**config.mk**
```make
export PLATFORM = sky130hd
export DESIGN_NAME = tcs_top
export DESIGN_NICKNAME = d
export VERILOG_FILES = /design/src/tcs_pkg.sv /design/src/tcs_tick_if.sv /design/src/tcs_pin_sync.sv /design/src/tcs_prescale.sv /design/src/tcs_top.sv
export SDC_FILE = /design/constraint.sdc
export NUM_CORES = 1
export LEC_CHECK = 0
export ABC_AREA = 1
export BUFFER_PORTS_ARGS = -buffer_cell sky130_fd_sc_hd__buf_4
export CORE_UTILIZATION = 42
export CTS_CLUSTER_DIAMETER = 40
export DETAILED_ROUTE_END_ITERATION = 7
export HOLD_SLACK_MARGIN = 0.03
export PLACE_DENSITY = 0.64
export SLEW_MARGIN = 20
export SYNTH_ARGS = -nofsm -noshare
export SYNTH_HDL_FRONTEND = slang
export SYNTH_SLANG_ARGS = --single-unit
```
**constraint.sdc**
```tcl
create_clock -name clk_in -period 3.28 [get_ports clk_in]
set_clock_uncertainty 0.05 [all_clocks]
set_input_delay 0.492 -clock clk_in [delete_from_list [all_inputs] [get_ports clk_in]]
set_output_delay 0.492 -clock clk_in [all_outputs]
set_load 0.02 [all_outputs]
```
**src/tcs_pkg.sv**
```systemverilog
package tcs_pkg;

  // register page that holds both timers
  localparam logic [7:0] TCS_PAGE          = 8'h10;
  localparam int         TCS_NUM_TIMERS    = 2;

  // register addresses, index 0 is timer a, index 1 is timer b
  localparam logic [7:0] TCS_CTL_ADDR  [2] = '{8'hC8, 8'h91};
  localparam logic [7:0] TCS_CFG_ADDR  [2] = '{8'hC9, 8'h96};
  localparam logic [7:0] TCS_CAPL_ADDR [2] = '{8'hCA, 8'h92};
  localparam logic [7:0] TCS_CAPH_ADDR [2] = '{8'hCB, 8'h93};
  localparam logic [7:0] TCS_CNTL_ADDR [2] = '{8'hCC, 8'h94};
  localparam logic [7:0] TCS_CNTH_ADDR [2] = '{8'hCD, 8'h95};

  // timer a control is bit addressable: bit address base and group compare
  localparam logic [4:0] TCS_BIT_GROUP_A   = 5'h19;

  // control register fields
  localparam int         TCS_OVF_BIT       = 7;
  localparam int         TCS_EXT_FLAG_BIT  = 6;
  localparam int         TCS_EXT_EN_BIT    = 3;
  localparam int         TCS_RUN_BIT       = 2;
  localparam int         TCS_CT_SEL_BIT    = 1;
  localparam int         TCS_CPRL_BIT      = 0;
  localparam logic [7:0] TCS_CTL_MASK      = 8'hCF;

  // configuration register fields
  localparam int         TCS_MODE_LSB      = 3;
  localparam int         TCS_DCEN_BIT      = 0;
  localparam logic [7:0] TCS_CFG_MASK      = 8'h19;

  // reset values
  localparam logic [7:0]  TCS_CTL_RESET    = 8'h00;
  localparam logic [7:0]  TCS_CFG_RESET    = 8'h00;
  localparam logic [15:0] TCS_WORD_RESET   = 16'h0000;
  localparam logic [15:0] TCS_ALL_ONES     = 16'hFFFF;
  localparam logic [15:0] TCS_ALL_ZEROS    = 16'h0000;

  // clock mode select encodings
  localparam logic [1:0] TCS_MODE_DIV12    = 2'h0;
  localparam logic [1:0] TCS_MODE_DIV1     = 2'h1;
  localparam logic [1:0] TCS_MODE_EXT8     = 2'h2;
  localparam logic [1:0] TCS_MODE_DIV2     = 2'h3;

  // prescaler terminal counts, in cycles or external edges
  localparam logic [3:0] TCS_DIV12_LAST    = 4'hB;
  localparam logic [3:0] TCS_DIV2_LAST     = 4'h1;
  localparam logic [3:0] TCS_EXT8_LAST     = 4'h7;
  localparam logic [3:0] TCS_PRE_RESET     = 4'h0;

endpackage : tcs_pkg

```
**src/tcs_tick_if.sv**
```systemverilog
`timescale 1ns/1ps
// carries the clock mode to a prescaler and its count tick back
interface tcs_tick_if;
  logic [1:0] clk_mode;   // selected timer clock
  logic       ext_fall;   // one pulse per external clock falling edge
  logic       tick;       // one pulse per timer clock

  modport src (input clk_mode, input ext_fall, output tick);
  modport user (output clk_mode, output ext_fall, input tick);
endinterface : tcs_tick_if

```
**src/tcs_pin_sync.sv**
```systemverilog
`timescale 1ns/1ps
module tcs_pin_sync
  import tcs_pkg::*;
(
  input  wire logic clk_in,     // system clock
  input  wire logic srst_in,    // synchronous reset, high
  input  wire logic pin_in,     // asynchronous pin
  output logic      level_out,  // filtered level
  output logic      fall_out    // one pulse per falling edge
);

  logic s1;
  logic s2;
  logic s3;

  // three stages; only s2 reads s1, idle high so reset gives no edge
  always_ff @(posedge clk_in) begin
    if (srst_in) begin
      s1 <= 1'b1;
      s2 <= 1'b1;
      s3 <= 1'b1;
    end else begin
      s1 <= pin_in;
      s2 <= s1;
      s3 <= s2;
    end
  end

  // a change counts only once s2 and s3 agree
  always_ff @(posedge clk_in) begin
    if (srst_in) begin
      level_out <= 1'b1;
      fall_out  <= 1'b0;
    end else begin
      fall_out <= (s2 == s3) && !s2 && level_out;
      if (s2 == s3) begin
        level_out <= s2;
      end
    end
  end
endmodule : tcs_pin_sync

```
**src/tcs_prescale.sv**
```systemverilog
`timescale 1ns/1ps
module tcs_prescale
  import tcs_pkg::*;
(
  input  wire logic clk_in,   // system clock
  input  wire logic srst_in,  // synchronous reset, high
  tcs_tick_if.src   tk        // mode in, tick out
);

  logic [3:0] div_cnt;
  logic [3:0] next_div_cnt;
  logic       next_tick;

  // free running divider; a mode change keeps the count, so the first tick may come early
  always_comb begin
    next_div_cnt = div_cnt;
    next_tick    = 1'b0;
    case (tk.clk_mode)
      TCS_MODE_DIV12: begin
        next_tick    = (div_cnt >= TCS_DIV12_LAST);
        next_div_cnt = next_tick ? TCS_PRE_RESET : div_cnt + 4'h1;
      end
      TCS_MODE_DIV1: begin
        next_tick    = 1'b1;
        next_div_cnt = TCS_PRE_RESET;
      end
      TCS_MODE_EXT8: begin
        if (tk.ext_fall) begin
          next_tick    = (div_cnt >= TCS_EXT8_LAST);
          next_div_cnt = next_tick ? TCS_PRE_RESET : div_cnt + 4'h1;
        end
      end
      TCS_MODE_DIV2: begin
        next_tick    = (div_cnt >= TCS_DIV2_LAST);
        next_div_cnt = next_tick ? TCS_PRE_RESET : div_cnt + 4'h1;
      end
      default: begin
        next_div_cnt = TCS_PRE_RESET;
      end
    endcase
  end

  always_ff @(posedge clk_in) begin
    if (srst_in) begin
      div_cnt <= TCS_PRE_RESET;
      tk.tick <= 1'b0;
    end else begin
      div_cnt <= next_div_cnt;
      tk.tick <= next_tick;
    end
  end
endmodule : tcs_prescale

```
**src/tcs_top.sv**
```systemverilog
`timescale 1ns/1ps
// Notes on behaviour
// - capture mode counting up, rolling from all ones to zero sets the overflow flag.
// - auto-reload down count, reaching the reload value then all ones sets overflow.
// - capture mode down count, wrapping zero to all ones sets overflow.
// - overflow flag in bit 7 requests the interrupt; only software clears it.
// - external flag in bit 6 set by trigger falling edge capture or reload.
// - external enable bit 3 low stops trigger capture, reload and direction; counter mode still counts the pin.
// - capture mode, enabled trigger falling edge copies count to capture pair.
// - auto-reload, enabled, no decrement: trigger falling edge reloads and flags.
// - auto-reload, enabled, decrement on: trigger level sets direction, no reloads.
// - run bit 2 low stops the timer; high lets it count.
// - counter/timer select bit 1 low counts on the selected timer clock.
// - counter/timer select high counts each falling trigger edge.
// - bit 0 low selects auto-reload mode, high selects capture mode.
// - control at 0xC8 bit addressable and 0x91, both on page 0x10.
// - decrement enable low counts up; high counts down while trigger low and external enable set.
// - clock mode 00 div twelve, 01 undivided, 10 external div eight, 11 div two.
// - auto-reload down underflow loads all ones and keeps running.
// - auto-reload up overflow loads the reload pair and restarts.
module tcs_top
  import tcs_pkg::*;
(
  input  wire logic       clk_in,         // system clock, 25 MHz
  input  wire logic       srst_in,        // synchronous reset, high
  input  wire logic [7:0] sfr_page_in,    // register page of the access
  input  wire logic [7:0] sfr_addr_in,    // register address
  input  wire logic       sfr_wr_in,      // byte write strobe
  input  wire logic [7:0] sfr_wdata_in,   // byte write data
  input  wire logic       sfr_rd_in,      // read strobe
  input  wire logic       bit_wr_in,      // single bit write strobe
  input  wire logic [7:0] bit_addr_in,    // bit address
  input  wire logic       bit_data_in,    // bit write value
  input  wire logic [1:0] trig_pin_in,    // trigger pins, index 0 timer a
  input  wire logic       ext_clk_in,     // external clock pin
  output logic      [7:0] sfr_rdata_out,  // read data, one cycle after strobe
  output logic      [1:0] irq_out         // interrupt requests per timer
);

  // byte register hit on the timer page
  function automatic logic reg_hit(input logic [7:0] page,
                                   input logic [7:0] addr,
                                   input logic [7:0] target);
    reg_hit = (page == TCS_PAGE) && (addr == target);
  endfunction : reg_hit

  logic [7:0]  ctl [TCS_NUM_TIMERS];
  logic [7:0]  cfg [TCS_NUM_TIMERS];
  logic [15:0] cap [TCS_NUM_TIMERS];
  logic [15:0] cnt [TCS_NUM_TIMERS];
  logic [7:0]  rd_word [TCS_NUM_TIMERS];
  logic [1:0]  rd_hit;
  logic        ext_level;
  logic        ext_fall;
  logic [7:0]  rd_mux;

  // external clock pin, shared by both prescalers
  tcs_pin_sync u_ext_sync (
    .clk_in    (clk_in),
    .srst_in   (srst_in),
    .pin_in    (ext_clk_in),
    .level_out (ext_level),
    .fall_out  (ext_fall)
  );

  // one control path per timer; the two share only the bus and the external clock
  genvar gi;
  generate
    for (gi = 0; gi < TCS_NUM_TIMERS; gi++) begin : g_tmr
      logic        trig_level;
      logic        trig_fall;
      logic        run;
      logic        ct_sel;
      logic        cap_mode;
      logic        ext_en;
      logic        dcen;
      logic        down;
      logic        tick;
      logic        ext_evt;
      logic        cap_evt;
      logic        reload_evt;
      logic        ovf_evt;
      logic        ctl_wr;
      logic        bit_wr;
      logic        wr_cfg;
      logic        wr_capl;
      logic        wr_caph;
      logic        wr_cntl;
      logic        wr_cnth;
      logic        ext_set;
      logic        next_irq;
      logic [15:0] next_cnt;
      logic [15:0] next_cap;
      logic [7:0]  next_ctl;

      tcs_tick_if tk ();

      // trigger pin through the three-stage synchroniser
      tcs_pin_sync u_trig_sync (
        .clk_in    (clk_in),
        .srst_in   (srst_in),
        .pin_in    (trig_pin_in[gi]),
        .level_out (trig_level),
        .fall_out  (trig_fall)
      );

      tcs_prescale u_pre (
        .clk_in  (clk_in),
        .srst_in (srst_in),
        .tk      (tk)
      );

      assign tk.clk_mode = cfg[gi][TCS_MODE_LSB +: 2];
      assign tk.ext_fall = ext_fall;

      // control fields
      assign run      = ctl[gi][TCS_RUN_BIT];
      assign ct_sel   = ctl[gi][TCS_CT_SEL_BIT];
      assign cap_mode = ctl[gi][TCS_CPRL_BIT];
      assign ext_en   = ctl[gi][TCS_EXT_EN_BIT];
      assign dcen     = cfg[gi][TCS_DCEN_BIT];

      // direction only follows the pin while external enable is on
      assign down = dcen && ext_en && !trig_level;
      // count source: timer clock or trigger falling edges
      assign tick = run && (ct_sel ? trig_fall : tk.tick);
      // gated trigger edge; with enable low the pin triggers no capture or reload
      assign ext_evt    = ext_en && trig_fall;
      assign cap_evt    = ext_evt && cap_mode;
      assign reload_evt = ext_evt && !cap_mode && !dcen;
      // either trigger action raises the external flag
      assign ext_set    = cap_evt || reload_evt;

      // overflow or underflow on this tick
      always_comb begin
        ovf_evt = 1'b0;
        if (tick) begin
          if (!down) begin
            ovf_evt = (cnt[gi] == TCS_ALL_ONES);
          end else if (cap_mode) begin
            ovf_evt = (cnt[gi] == TCS_ALL_ZEROS);
          end else begin
            ovf_evt = (cnt[gi] == cap[gi]);
          end
        end
      end

      // byte store decode, shared by the count, pair and configuration paths
      assign wr_cfg  = sfr_wr_in && reg_hit(sfr_page_in, sfr_addr_in, TCS_CFG_ADDR[gi]);
      assign wr_capl = sfr_wr_in && reg_hit(sfr_page_in, sfr_addr_in, TCS_CAPL_ADDR[gi]);
      assign wr_caph = sfr_wr_in && reg_hit(sfr_page_in, sfr_addr_in, TCS_CAPH_ADDR[gi]);
      assign wr_cntl = sfr_wr_in && reg_hit(sfr_page_in, sfr_addr_in, TCS_CNTL_ADDR[gi]);
      assign wr_cnth = sfr_wr_in && reg_hit(sfr_page_in, sfr_addr_in, TCS_CNTH_ADDR[gi]);

      // next count: software store, trigger reload, then counting
      always_comb begin
        next_cnt = cnt[gi];
        if (wr_cntl) begin
          next_cnt[7:0] = sfr_wdata_in;
        end else if (wr_cnth) begin
          next_cnt[15:8] = sfr_wdata_in;
        end else if (reload_evt) begin
          next_cnt = cap[gi];
        end else if (tick) begin
          if (!down) begin
            if (ovf_evt) begin
              next_cnt = cap_mode ? TCS_ALL_ZEROS : cap[gi];
            end else begin
              next_cnt = cnt[gi] + 16'h0001;
            end
          end else begin
            if (ovf_evt) begin
              next_cnt = TCS_ALL_ONES;
            end else begin
              next_cnt = cnt[gi] - 16'h0001;
            end
          end
        end
      end

      // capture wins over a software store in the same cycle
      always_comb begin
        next_cap = cap[gi];
        if (cap_evt) begin
          next_cap = cnt[gi];
        end else if (wr_capl) begin
          next_cap[7:0] = sfr_wdata_in;
        end else if (wr_caph) begin
          next_cap[15:8] = sfr_wdata_in;
        end
      end

      // control write paths; only timer a has bit access
      assign ctl_wr = sfr_wr_in && reg_hit(sfr_page_in, sfr_addr_in, TCS_CTL_ADDR[gi]);
      assign bit_wr = (gi == 0) && bit_wr_in && (sfr_page_in == TCS_PAGE)
                      && (bit_addr_in[7:3] == TCS_BIT_GROUP_A);

      // stores first, hardware sets ORed last so a set never gets lost
      always_comb begin
        next_ctl = ctl[gi];
        if (ctl_wr) begin
          next_ctl = sfr_wdata_in & TCS_CTL_MASK;
        end else if (bit_wr) begin
          next_ctl[bit_addr_in[2:0]] = bit_data_in;
          next_ctl = next_ctl & TCS_CTL_MASK;
        end
        if (ovf_evt) begin
          next_ctl[TCS_OVF_BIT] = 1'b1;
        end
        if (ext_set) begin
          next_ctl[TCS_EXT_FLAG_BIT] = 1'b1;
        end
      end

      // control register
      always_ff @(posedge clk_in) begin
        if (srst_in) begin
          ctl[gi] <= TCS_CTL_RESET;
        end else begin
          ctl[gi] <= next_ctl;
        end
      end

      // configuration register: clock mode and decrement enable
      always_ff @(posedge clk_in) begin
        if (srst_in) begin
          cfg[gi] <= TCS_CFG_RESET;
        end else if (wr_cfg) begin
          cfg[gi] <= sfr_wdata_in & TCS_CFG_MASK;
        end
      end

      // count and capture/reload pair
      always_ff @(posedge clk_in) begin
        if (srst_in) begin
          cnt[gi] <= TCS_WORD_RESET;
          cap[gi] <= TCS_WORD_RESET;
        end else begin
          cnt[gi] <= next_cnt;
          cap[gi] <= next_cap;
        end
      end

      // interrupt request: overflow, plus external flag in capture mode; taken from
      // the next control value so the request never lags the flags by a cycle
      assign next_irq = next_ctl[TCS_OVF_BIT]
                        || (next_ctl[TCS_EXT_FLAG_BIT] && next_ctl[TCS_CPRL_BIT]);

      // registered request
      always_ff @(posedge clk_in) begin
        if (srst_in) begin
          irq_out[gi] <= 1'b0;
        end else begin
          irq_out[gi] <= next_irq;
        end
      end

      // read selection for this timer
      always_comb begin
        rd_hit[gi]  = 1'b1;
        rd_word[gi] = 8'h00;
        if (reg_hit(sfr_page_in, sfr_addr_in, TCS_CTL_ADDR[gi])) begin
          rd_word[gi] = ctl[gi];
        end else if (reg_hit(sfr_page_in, sfr_addr_in, TCS_CFG_ADDR[gi])) begin
          rd_word[gi] = cfg[gi];
        end else if (reg_hit(sfr_page_in, sfr_addr_in, TCS_CAPL_ADDR[gi])) begin
          rd_word[gi] = cap[gi][7:0];
        end else if (reg_hit(sfr_page_in, sfr_addr_in, TCS_CAPH_ADDR[gi])) begin
          rd_word[gi] = cap[gi][15:8];
        end else if (reg_hit(sfr_page_in, sfr_addr_in, TCS_CNTL_ADDR[gi])) begin
          rd_word[gi] = cnt[gi][7:0];
        end else if (reg_hit(sfr_page_in, sfr_addr_in, TCS_CNTH_ADDR[gi])) begin
          rd_word[gi] = cnt[gi][15:8];
        end else begin
          rd_hit[gi] = 1'b0;
        end
      end
    end
  endgenerate

  // pick the timer that claims the address; the two maps never overlap, so
  // the order of the loop does not matter
  always_comb begin
    rd_mux = 8'h00;
    for (int i = 0; i < TCS_NUM_TIMERS; i++) begin
      if (rd_hit[i]) begin
        rd_mux = rd_word[i];
      end
    end
  end

  // read data held until the next read; unmapped reads return zero
  always_ff @(posedge clk_in) begin
    if (srst_in) begin
      sfr_rdata_out <= 8'h00;
    end else if (sfr_rd_in) begin
      sfr_rdata_out <= rd_mux;
    end
  end

endmodule : tcs_top

```
* After elaboration in Yosys (flattened, before gate mapping) *
Memories as Yosys holds them, arrays and structs flattened.
Index checks and enable logic that the tools add are counted.

storage, ports and cells
  register bits = 35
  bits in writable memories = 86
  bits of input ports = 41
  output and inout port bits = 10
  logic and storage cells = 246
  memories = 4

memories
  memory  words  width  read ports  clocked after memory_dff  write ports  RTL line       RTL
  cap     2      16     2           0                         2            tcs_top.sv:49  logic [15:0] cap [TCS_NUM_TIMERS];
  cnt     2      16     2           0                         2            tcs_top.sv:50  logic [15:0] cnt [TCS_NUM_TIMERS];
  ctl     2      8      2           0                         2            tcs_top.sv:47  logic [7:0] ctl [TCS_NUM_TIMERS];
  cfg     2      3      2           0                         2            tcs_top.sv:48  logic [7:0] cfg [TCS_NUM_TIMERS];

operators by class
  $add $sub $neg = 6
  order comparisons = 8
  equal/unequal tests = 29
  muxes and demuxes = 103
  bitwise operators = 8
  reduce and logical (&&, ||, !) cells = 66

operators with widths
  cell                                                  count
  2-to-1 mux 16 bit                                     18
  2-to-1 mux 8 bit                                      33
  equality test 8 bit (second input constant)           12
  logical AND 1 bit                                     49
  2-to-1 mux 1 bit                                      36
  adder 16 x 1 -> 16 bit (second input constant)        2
  equality test 16 bit                                  2
  equality test 16 bit (second input constant)          2
  zero test 16 bit                                      2
  2-to-1 mux 4 bit                                      8
  case mux 4 bit (4 select lines)                       2
  subtractor 16 x 1 -> 16 bit (second input constant)   2
  zero test 1 bit                                       9
  adder 4 x 1 -> 4 bit (second input constant)          2
  bitwise mux 8 bit                                     1
  equality test 2 bit (second input constant)           4
  equality test 8 x 5 -> 1 bit (second input constant)  1
  >= comparator 4 x 1 -> 1 bit (second input constant)  2
  >= comparator 4 x 3 -> 1 bit (second input constant)  2
  >= comparator 4 bit (second input constant)           2
  OR 1 bit                                              8
  case mux 1 bit (4 select lines)                       2
  2-to-1 mux 3 bit                                      2
  equality test 5 bit (second input constant)           1
  other kinds (8)                                       16

* Depth between registers and ports, before layout *
Gate-level depths: netlist of the first run.
An unclocked memory read counts as a cell.

  depth after elaboration = 12
  mapped depth = 18
  gate-level depth less buffers = 17

* Modules after synthesis *
A second synthesis of the first run with hierarchy kept.

second synthesis, totals
  cell total of the unflattened synthesis = 1564
  area total of the unflattened synthesis = 9364.0 um^2

by module, submodules not included
  module        times used  cells each  area an instance (um^2)
  tcs_top       1           1414        8231.6
  tcs_prescale  2           48          320.3
  tcs_pin_sync  3           18          163.9

* Least setup slack after synthesis of the first run *
No wires, ideal clock.

  path type = input to register
  start point = input port sfr_page_in[3]
  end point = register irq_out[0]
  arrival time = 1.869 ns
  setup slack = 1.229 ns
  cell stages on the path = 12
  cells stage by stage = nor2_1 > nand2_1 > nor2_4 > nand2_1 > nor2_1 > inv_1 > nor2_2 > a21oi_1 > o21ai_0 > o21ai_1 > nand2_1 > a31oi_1

on the way
  word-level cells in the longest chain between the ends = 8
  elaborated cells between the ends (all ways) = 11
  classes of those cells = eq/ne (1); mux (4); reduce/logical (6)

ends and longest elaborated chain
  item                             RTL line                       RTL
  from (decl)                      tcs_top.sv:26                  input wire logic [7:0] sfr_page_in,
  equality test 8 x 5 -> 1 bit *   tcs_top.sv:44, tcs_top.sv:195
  logical AND 1 bit                tcs_top.sv:195                 assign bit_wr = (gi == 0) && bit_wr_in && (sfr_page_in == TCS_PAGE)
  logical AND 1 bit                tcs_top.sv:196                 && (bit_addr_in[7:3] == TCS_BIT_GROUP_A);
  2-to-1 mux 8 bit                 tcs_top.sv:203                 end else if (bit_wr) begin
  2-to-1 mux 8 bit *               tcs_top.sv:201                 if (ctl_wr) begin
  2-to-1 mux 1 bit                 tcs_top.sv:210                 if (ext_set) begin
  logical AND 1 bit                tcs_top.sv:247                 || (next_ctl[TCS_EXT_FLAG_BIT] && next_ctl[TCS_CPRL_BIT]);
  logical OR 1 bit *               tcs_top.sv:247
  to (signal, indexed assignment)  tcs_top.sv:254                 irq_out[gi] <= next_irq;
  to (decl)                        tcs_top.sv:37                  output logic [1:0] irq_out

Every way passes the cells marked *; elsewhere a longest branch is shown, timed or not.
A chain may end at the register's enable or synchronous reset.

==> impl_metrics.csv, run 1 <==
group,metric,value,unit
outcome,status,"complete, no violations",
worst_setup_path,arrival,2860,ps
synthesis,ys.flop_type,"dfxtp_1",
placement,place_ws,614.8,ps
power,power.density,352.5,mW/mm²
route,drt-total-wl,32930,µm
sta,worstMarginPinSlew,988.4,ps
floorplan,coreArea,0.02129,mm²
power,power_leakage,4.694,nW
power,irDropWorstVdd,0.0002968,V
power,total_power,3.681,mW
worst_hold_path,hold_class,"input pin to flip-flop",
synthesis,synth_top_family_by_area,"simple AND/OR/NAND/NOR gates",
synthesis,synth-xor-area-share,0.04743,
cells_and_area,final_util,0.4905,
sta,drv_slew,0,
route,wl_per_cell,17.67,µm
grt,grt_pass1_vias,9475,
clock_tree,clk_pin_slew_worst_paths,60,ps
floorplan,dieWidth,150.3,µm
clock_tree,cts_sinks,117,
synthesis,synth-compound-area-share,0.1993,
worst_setup_path,cp_top_family,"simple AND/OR/NAND/NOR gates",
sta,whs,190.8,ps
route,vias,10540,
synthesis,synthAdderAreaFrac,0.02033,
sta,setup_slack,650.3,ps
route,ant_nets,0,
sta,relSlewSlack,0.3410,
worst_setup_path,crit_buf_inv,0,
sta,setup_viol,0,
route,drt_first_pass_iters,7,
synthesis,postSynthCellCount,1542,
worst_setup_path,path_class,"flip-flop to flip-flop",
worst_setup_path,cp_data_required_time,3510,ps
cells_and_area,diodes,0,
clock_tree,root_buffer,"clkbuf_16",
grt,track_usage,0.2996,
floorplan,die_h,150.3,µm
synthesis,yosys_warnings,0,
sta,rsz0062_at_grt,"false",
floorplan,rows,53,
placement,place_congestion,1.005,
sta,finalHoldViolCount,0,
synthesis,synth_edf_count,6,
clock_tree,post_cts_buffers,0,
synthesis,synth_area_per_cell,5.988,µm²
worst_setup_path,cp_max_fo,18,
worst_setup_path,cp_slowest_cell,"o21ai_2",
floorplan,start_util,0.4338,
synthesis,synth-async-reset-ratio,0,
sta,clock.fmax,0.3803,GHz
sta,setup_tns,0,ps
route,vias_per_cell,5.655,
clock_tree,ctsResizeCount,0,
grt,antenna_found_initial,0,
grt,overflow,0,
sta,fin_crit_sh,0.8017,
grt,grt_pass1_wl,51530,µm
worst_setup_path,start_kind,"flip-flop",
cells_and_area,finalNetCount,1632,
clock_tree,cts_tree,"done",
synthesis,ys_types,53,
clock_tree,cts_buffer_depth,2,
clock_tree,cts-buffers-inserted,17,
cells_and_area,drive_above_1_share,0.1070,
synthesis,synthSimpleGateAreaFrac,0.3634,
worst_setup_path,critPathMaxStageDelay,410,ps
route,drc,0,
cells_and_area,syn_to_final_growth,13.08,%
worst_setup_path,endpoint_kind,"flip-flop",
synthesis,ys_seq_area_frac,0.2602,
worst_setup_path,crit_path_frequent_cell,"nand2_1",
clock_tree,hold_buffers,0,
worst_setup_path,worstPathCellList,"ha_1 > nand2_1 > nor3_2 > nand3_1 > o21ai_2 > nand3_4 > nand2_1 > nand2_1 > nand2_1 > o21ai_1 > a21oi_1 > nor2_1",
placement,place.port_buffers,50,
synthesis,synthMuxAreaShare,0,
placement,dp_hpwl,24720,µm
run,drv_cap,0,
clock_tree,htree_levels,4,
synthesis,netlist_area,0.009234,mm²
floorplan,io_pins,51,
floorplan,dieArea,0.02258,mm²
synthesis,synthesis.nets,1598,
route,drtIter0Drc,1464,
sta,fin_crit,2630,ps
grt,grt_max_degree,88,
cells_and_area,nFillCells,2211,
clock_tree,insertion_delay,430,ps
synthesis,yosys_register_bits,117,
## registers in the layout, indices dropped and copies added (netlist names)
register	cells
u_ext_sync.s3	1
cnt	32
g_tmr.u_trig_sync.s1	2
cfg	6
u_ext_sync.s2	1
u_ext_sync.s1	1
irq_out	2
g_tmr.u_trig_sync.level_out	2
u_ext_sync.fall_out	1
ctl	12
g_tmr.u_trig_sync.s3	2
g_tmr.u_trig_sync.s2	2
g_tmr.u_trig_sync.fall_out	2
g_tmr.u_pre.tk.tick	2
g_tmr.u_pre.div_cnt	8
u_ext_sync.level_out	1
sfr_rdata_out	8
cap	32
## cells in the mapped netlist, drive strengths merged, types with 15 or more instances
library cell / number / area (µm²)
nor2: 173 / 694.4
xor2: 47 / 411.6
nand2: 435 / 1660
nand4: 31 / 200.2
dfxtp: 111 / 2222
clkbuf: 30 / 112.6
o22ai: 22 / 137.6
a21oi: 146 / 734.5
ha: 15 / 187.7
inv: 196 / 735.7
o21ai: 118 / 613.1
buf: 23 / 150.1
nand3: 88 / 480.5
nor3: 33 / 197.7
## logic make-up (layout without fill, tap and decap cells)
logic type               count (synthesis)  after routing
AO/OA/AOI/OAI                          330            330
XOR/XNOR                                50             50
adder cells (fa/ha/maj)                 15             15
buffers and inverters                  252            299
flip-flops                             117            117
AND/OR/NAND/NOR                        778            778
## final cells by class
| class | instances | area (µm²) | share of cell area |
|---|---|---|---|
| Multi-Input combinational cell | 1173 | 5822 | 0.5576 |
| Sequential cell | 117 | 2402 | 0.2301 |
| Inverter | 199 | 747.0 | 0.07154 |
| Timing Repair Buffer | 68 | 510.5 | 0.04889 |
| Clock buffer | 17 | 425.4 | 0.04074 |
| Tap cell | 275 | 344.1 | 0.03295 |
| Clock inverter | 15 | 190.2 | 0.01821 |
## layer usage
layer	GRT usage	vias to the layer above	share of wire
met2	0.4569	606	0.43
li1	-	5131	-
met3	0.05545	90	0.11
met1	0.4096	4713	0.42
met5	0	-	0
met4	0.1313	0	0.036
## path summary, 6_finish.rpt
path	from	end	slack, ps	cells past startpoint
min	ext_clk_in	u_ext_sync.s1	190	2
min reg2reg	g_tmr[0].u_trig_sync.s1	g_tmr[0].u_trig_sync.s2	370	1
max reg2reg	cnt[0][1]	cnt[0][6]	650	12
max	cnt[0][1]	cnt[0][6]	650	12
## cell usage in the layout, fill, tap and decap left out, drive strengths merged, types with 2 or more instances in the layout
| master | netlist | routed |
|---|---|---|
| ha | 15 | 15 |
| o41ai | 2 | 2 |
| buf | 23 | 68 |
| bufinv | 0 | 3 |
| a31oi | 5 | 5 |
| nand2 | 435 | 435 |
| nor3 | 33 | 33 |
| nand4 | 31 | 31 |
| a221oi | 3 | 3 |
| o22ai | 22 | 22 |
| nand3 | 88 | 88 |
| clkbuf | 30 | 17 |
| a21oi | 146 | 146 |
| o211ai | 11 | 11 |
| xnor2 | 3 | 3 |
| or2 | 11 | 11 |
| o221ai | 12 | 12 |
| clkinv | 3 | 7 |
| dfxtp | 111 | 111 |
| a211oi | 2 | 2 |
| o21ai | 118 | 118 |
| edfxtp | 6 | 6 |
| nand3b | 6 | 6 |
| xor2 | 47 | 47 |
| nor2 | 173 | 173 |
| inv | 196 | 203 |
## power breakdown
| group | leakage (nW) | switching [mW] | total [mW] | internal, mW |
|---|---|---|---|---|
| Clock | 0.301 | 0.768 | 1.98 | 1.21 |
| Combinational | 3.44 | 0.150 | 0.228 | 0.0775 |
| Sequential | 0.956 | 0.0177 | 1.47 | 1.45 |
| Total | 4.69 | 0.936 | 3.68 | 2.74 |
## per-stage QoR
stage | std cells | instance area, µm²
floorplan | 1542 | 9234
global placement | 1832 | 9826
detailed placement | 1832 | 9826
CTS | 1864 | 10440
global route | 1864 | 10440
finish | 1864 | 10440
Power figures use the tool's default switching activity.
==> run 2, diff against run 1 <==
Settings changed: PLACE_DENSITY 0.64 to 0.67.
Clock period 3.28 ns to 2.3 ns, I/O delays scaled along.
==> impl_metrics.csv, run 2 (synthesis results as in run 1) <==
group,metric,value,unit
sta,clock.fmax,0.4537,GHz
sta,whs,51.55,ps
grt,track_usage,0.3231,
floorplan,die_h,150.3,µm
cells_and_area,multi_input_area,0.005918,mm²
clock_tree,hold_buffers,0,
worst_setup_path,start_kind,"flip-flop",
worst_setup_path,endpoint_kind,"flip-flop",
sta,relSlewSlack,0.6303,
floorplan,io_pins,51,
worst_hold_path,timing.hold.worst.start,"trig_pin_in[1]",
cells_and_area,syn_to_final_growth,22.99,%
worst_setup_path,r2r-end,"cnt[0][3]",
floorplan,dieArea,0.02258,mm²
sta,fin_crit,2204,ps
route,drtIter0Drc,1603,
power,p_switching,1.359,mW
run,drv_cap,0,
cells_and_area,nFillCells,2181,
clock_tree,cts_tree,"done",
clock_tree,insertion_delay,430,ps
clock_tree,cts_sinks,117,
sta,setup_viol,0,
route,drc,0,
grt,antenna_found_initial,0,
worst_setup_path,cp_max_fo,14,
cells_and_area,final_common_cell,"nand2_1",
cells_and_area,mostFrequentLayoutCells,"nand2_1 (427), inv_1 (167), buf_4 (164)",
placement,place_congestion,1.003,
placement,dp_hpwl,27250,µm
clock_tree,root_buffer,"clkbuf_16",
power,seqPwrFrac,0.409,
worst_setup_path,rrSetupSlack,100,ps
power,power_leakage,5.182,nW
route,drt-total-wl,35870,µm
route,wl_per_cell,18.24,µm
grt,grt_pass1_wl,55580,µm
clock_tree,cts_buffer_depth,2,
power,p_int,3.767,mW
cells_and_area,finalNetCount,1734,
route,drt_first_pass_iters,6,
sta,finalHoldViolCount,0,
grt,gr-usage-met1,0.4714,
cells_and_area,regArea,0.002420,mm²
worst_setup_path,worst-r2r-cell-count,16,
clock_tree,clk_pin_slew_worst_paths,60,ps
worst_hold_path,hold_class,"input pin to flip-flop",
floorplan,coreArea,0.02129,mm²
floorplan,dieWidth,150.3,µm
outcome,status,"complete, no violations",
route,vias,11116,
power,pwr-share-clk,0.525,
cells_and_area,diodes,0,
grt,grt_pass1_vias,10019,
worst_setup_path,cp_data_required_time,2570,ps
placement,placed_area,0.01056,mm²
route,ant_nets,0,
grt,overflow,0,
worst_hold_path,holdPathEnd,"g_tmr[1].u_trig_sync.s1",
sta,worstMarginPinSlew,551.1,ps
sta,setup_slack,96.12,ps
cells_and_area,stdcell_area,0.01136,mm²
floorplan,rows,53,
cells_and_area,reg_top3,"cap x32, cnt x32, ctl x12",
grt,gr-usage-met2,0.4772,
sta,rsz0062_at_grt,"true",
clock_tree,cts-buffers-inserted,17,
grt,busiest_layer,"met2",
placement,place_ws,-12.66,ps
worst_hold_path,worstHoldPathCells,2,
worst_setup_path,reg2reg_from,"cnt[0][13]",
power,power.density,451.3,mW/mm²
power,irDropWorstVdd,0.0005198,V
route,vias_per_cell,5.654,
clock_tree,htree_levels,4,
worst_setup_path,path_class,"flip-flop to flip-flop",
grt,grt.met3_usage,0.05970,
sta,fin_crit_sh,0.9582,
sta,drv_slew,0,
floorplan,start_util,0.4338,
placement,place.port_buffers,50,
grt,grt_max_degree,88,
power,pwr-share-comb,0.066,
worst_setup_path,arrival,2480,ps
power,p_sw_frac,0.2650,
cells_and_area,drive_above_1_share,0.1762,
[run 2: routing by layer]
metal,vias up,part of all wire
met1,5016,0.43
met4,0,0.028
met5,-,0
met3,87,0.12
met2,692,0.42
li1,5321,-
[run 2: area by class of cell]
class | instances | area share
inverters | 199 | 0.06577
clock inverters | 14 | 0.01234
repair buffers | 170 | 0.1178
well taps | 275 | 0.03030
clock buffers | 18 | 0.03966
multi-input cells | 1173 | 0.5211
flip-flops and latches | 117 | 0.2131
[run 2: through the flow]
stage                     utilization  power, mW  TNS [ps]  instances
after floorplan                     -      2.304         0       1542
final                          0.5335      5.126         0       1966
after CTS                      0.5255      5.132         0       1960
after global routing           0.5335      5.264    -179.0       1966
after detailed placement       0.4962      2.473    -12.66       1925
after global placement         0.4962      2.470         0       1925
[run 2: critical path: stages, from the launching register on]
cell and delay, ps:
dfxtp_1 350, inv_2 170, nand2_1 90, nor3_1 340, nand3_1 140, nand2_1 70, inv_1 60, nand2_4 110
nand2_4 140, nor2_4 180, inv_2 60, nand3b_1 80, nand2_1 50, nand2_1 50, nand3_1 60, nand2_1 60
inv_1 40
[run 2: worst max path at each step]
stage / to / depth (start not counted) / from / slack (ps)
global placement: cnt[1][6] / 12 / cnt[1][1] / 3
finish: cnt[0][3] / 16 / cnt[0][13] / 100
global route: cnt[1][14] / 12 / cnt[1][9] / -40
floorplan: cnt[0][3] / 15 / cnt[0][0] / 260
CTS: cnt[0][1] / 13 / cnt[0][0] / 4
detailed placement: cnt[1][13] / 14 / cnt[1][0] / -10
[run 2: timing repair]
item                                    4_1_cts  5_1_grt
gates resized for setup                       0       39
setup buffers                                 3        6
endpoints found under the hold margin         0        0
endpoints found under the setup margin        5       35
pin swaps                                     2        6
[run 2: power by group through the flow]
stage               registers [mW]  logic, mW  clock network, mW
global route                  2.10      0.365               2.80
CTS                           2.10      0.331               2.70
finish                        2.10      0.337               2.69
global placement              2.14      0.327                  0
floorplan                     2.15      0.159                  0
detailed placement            2.14      0.329                  0
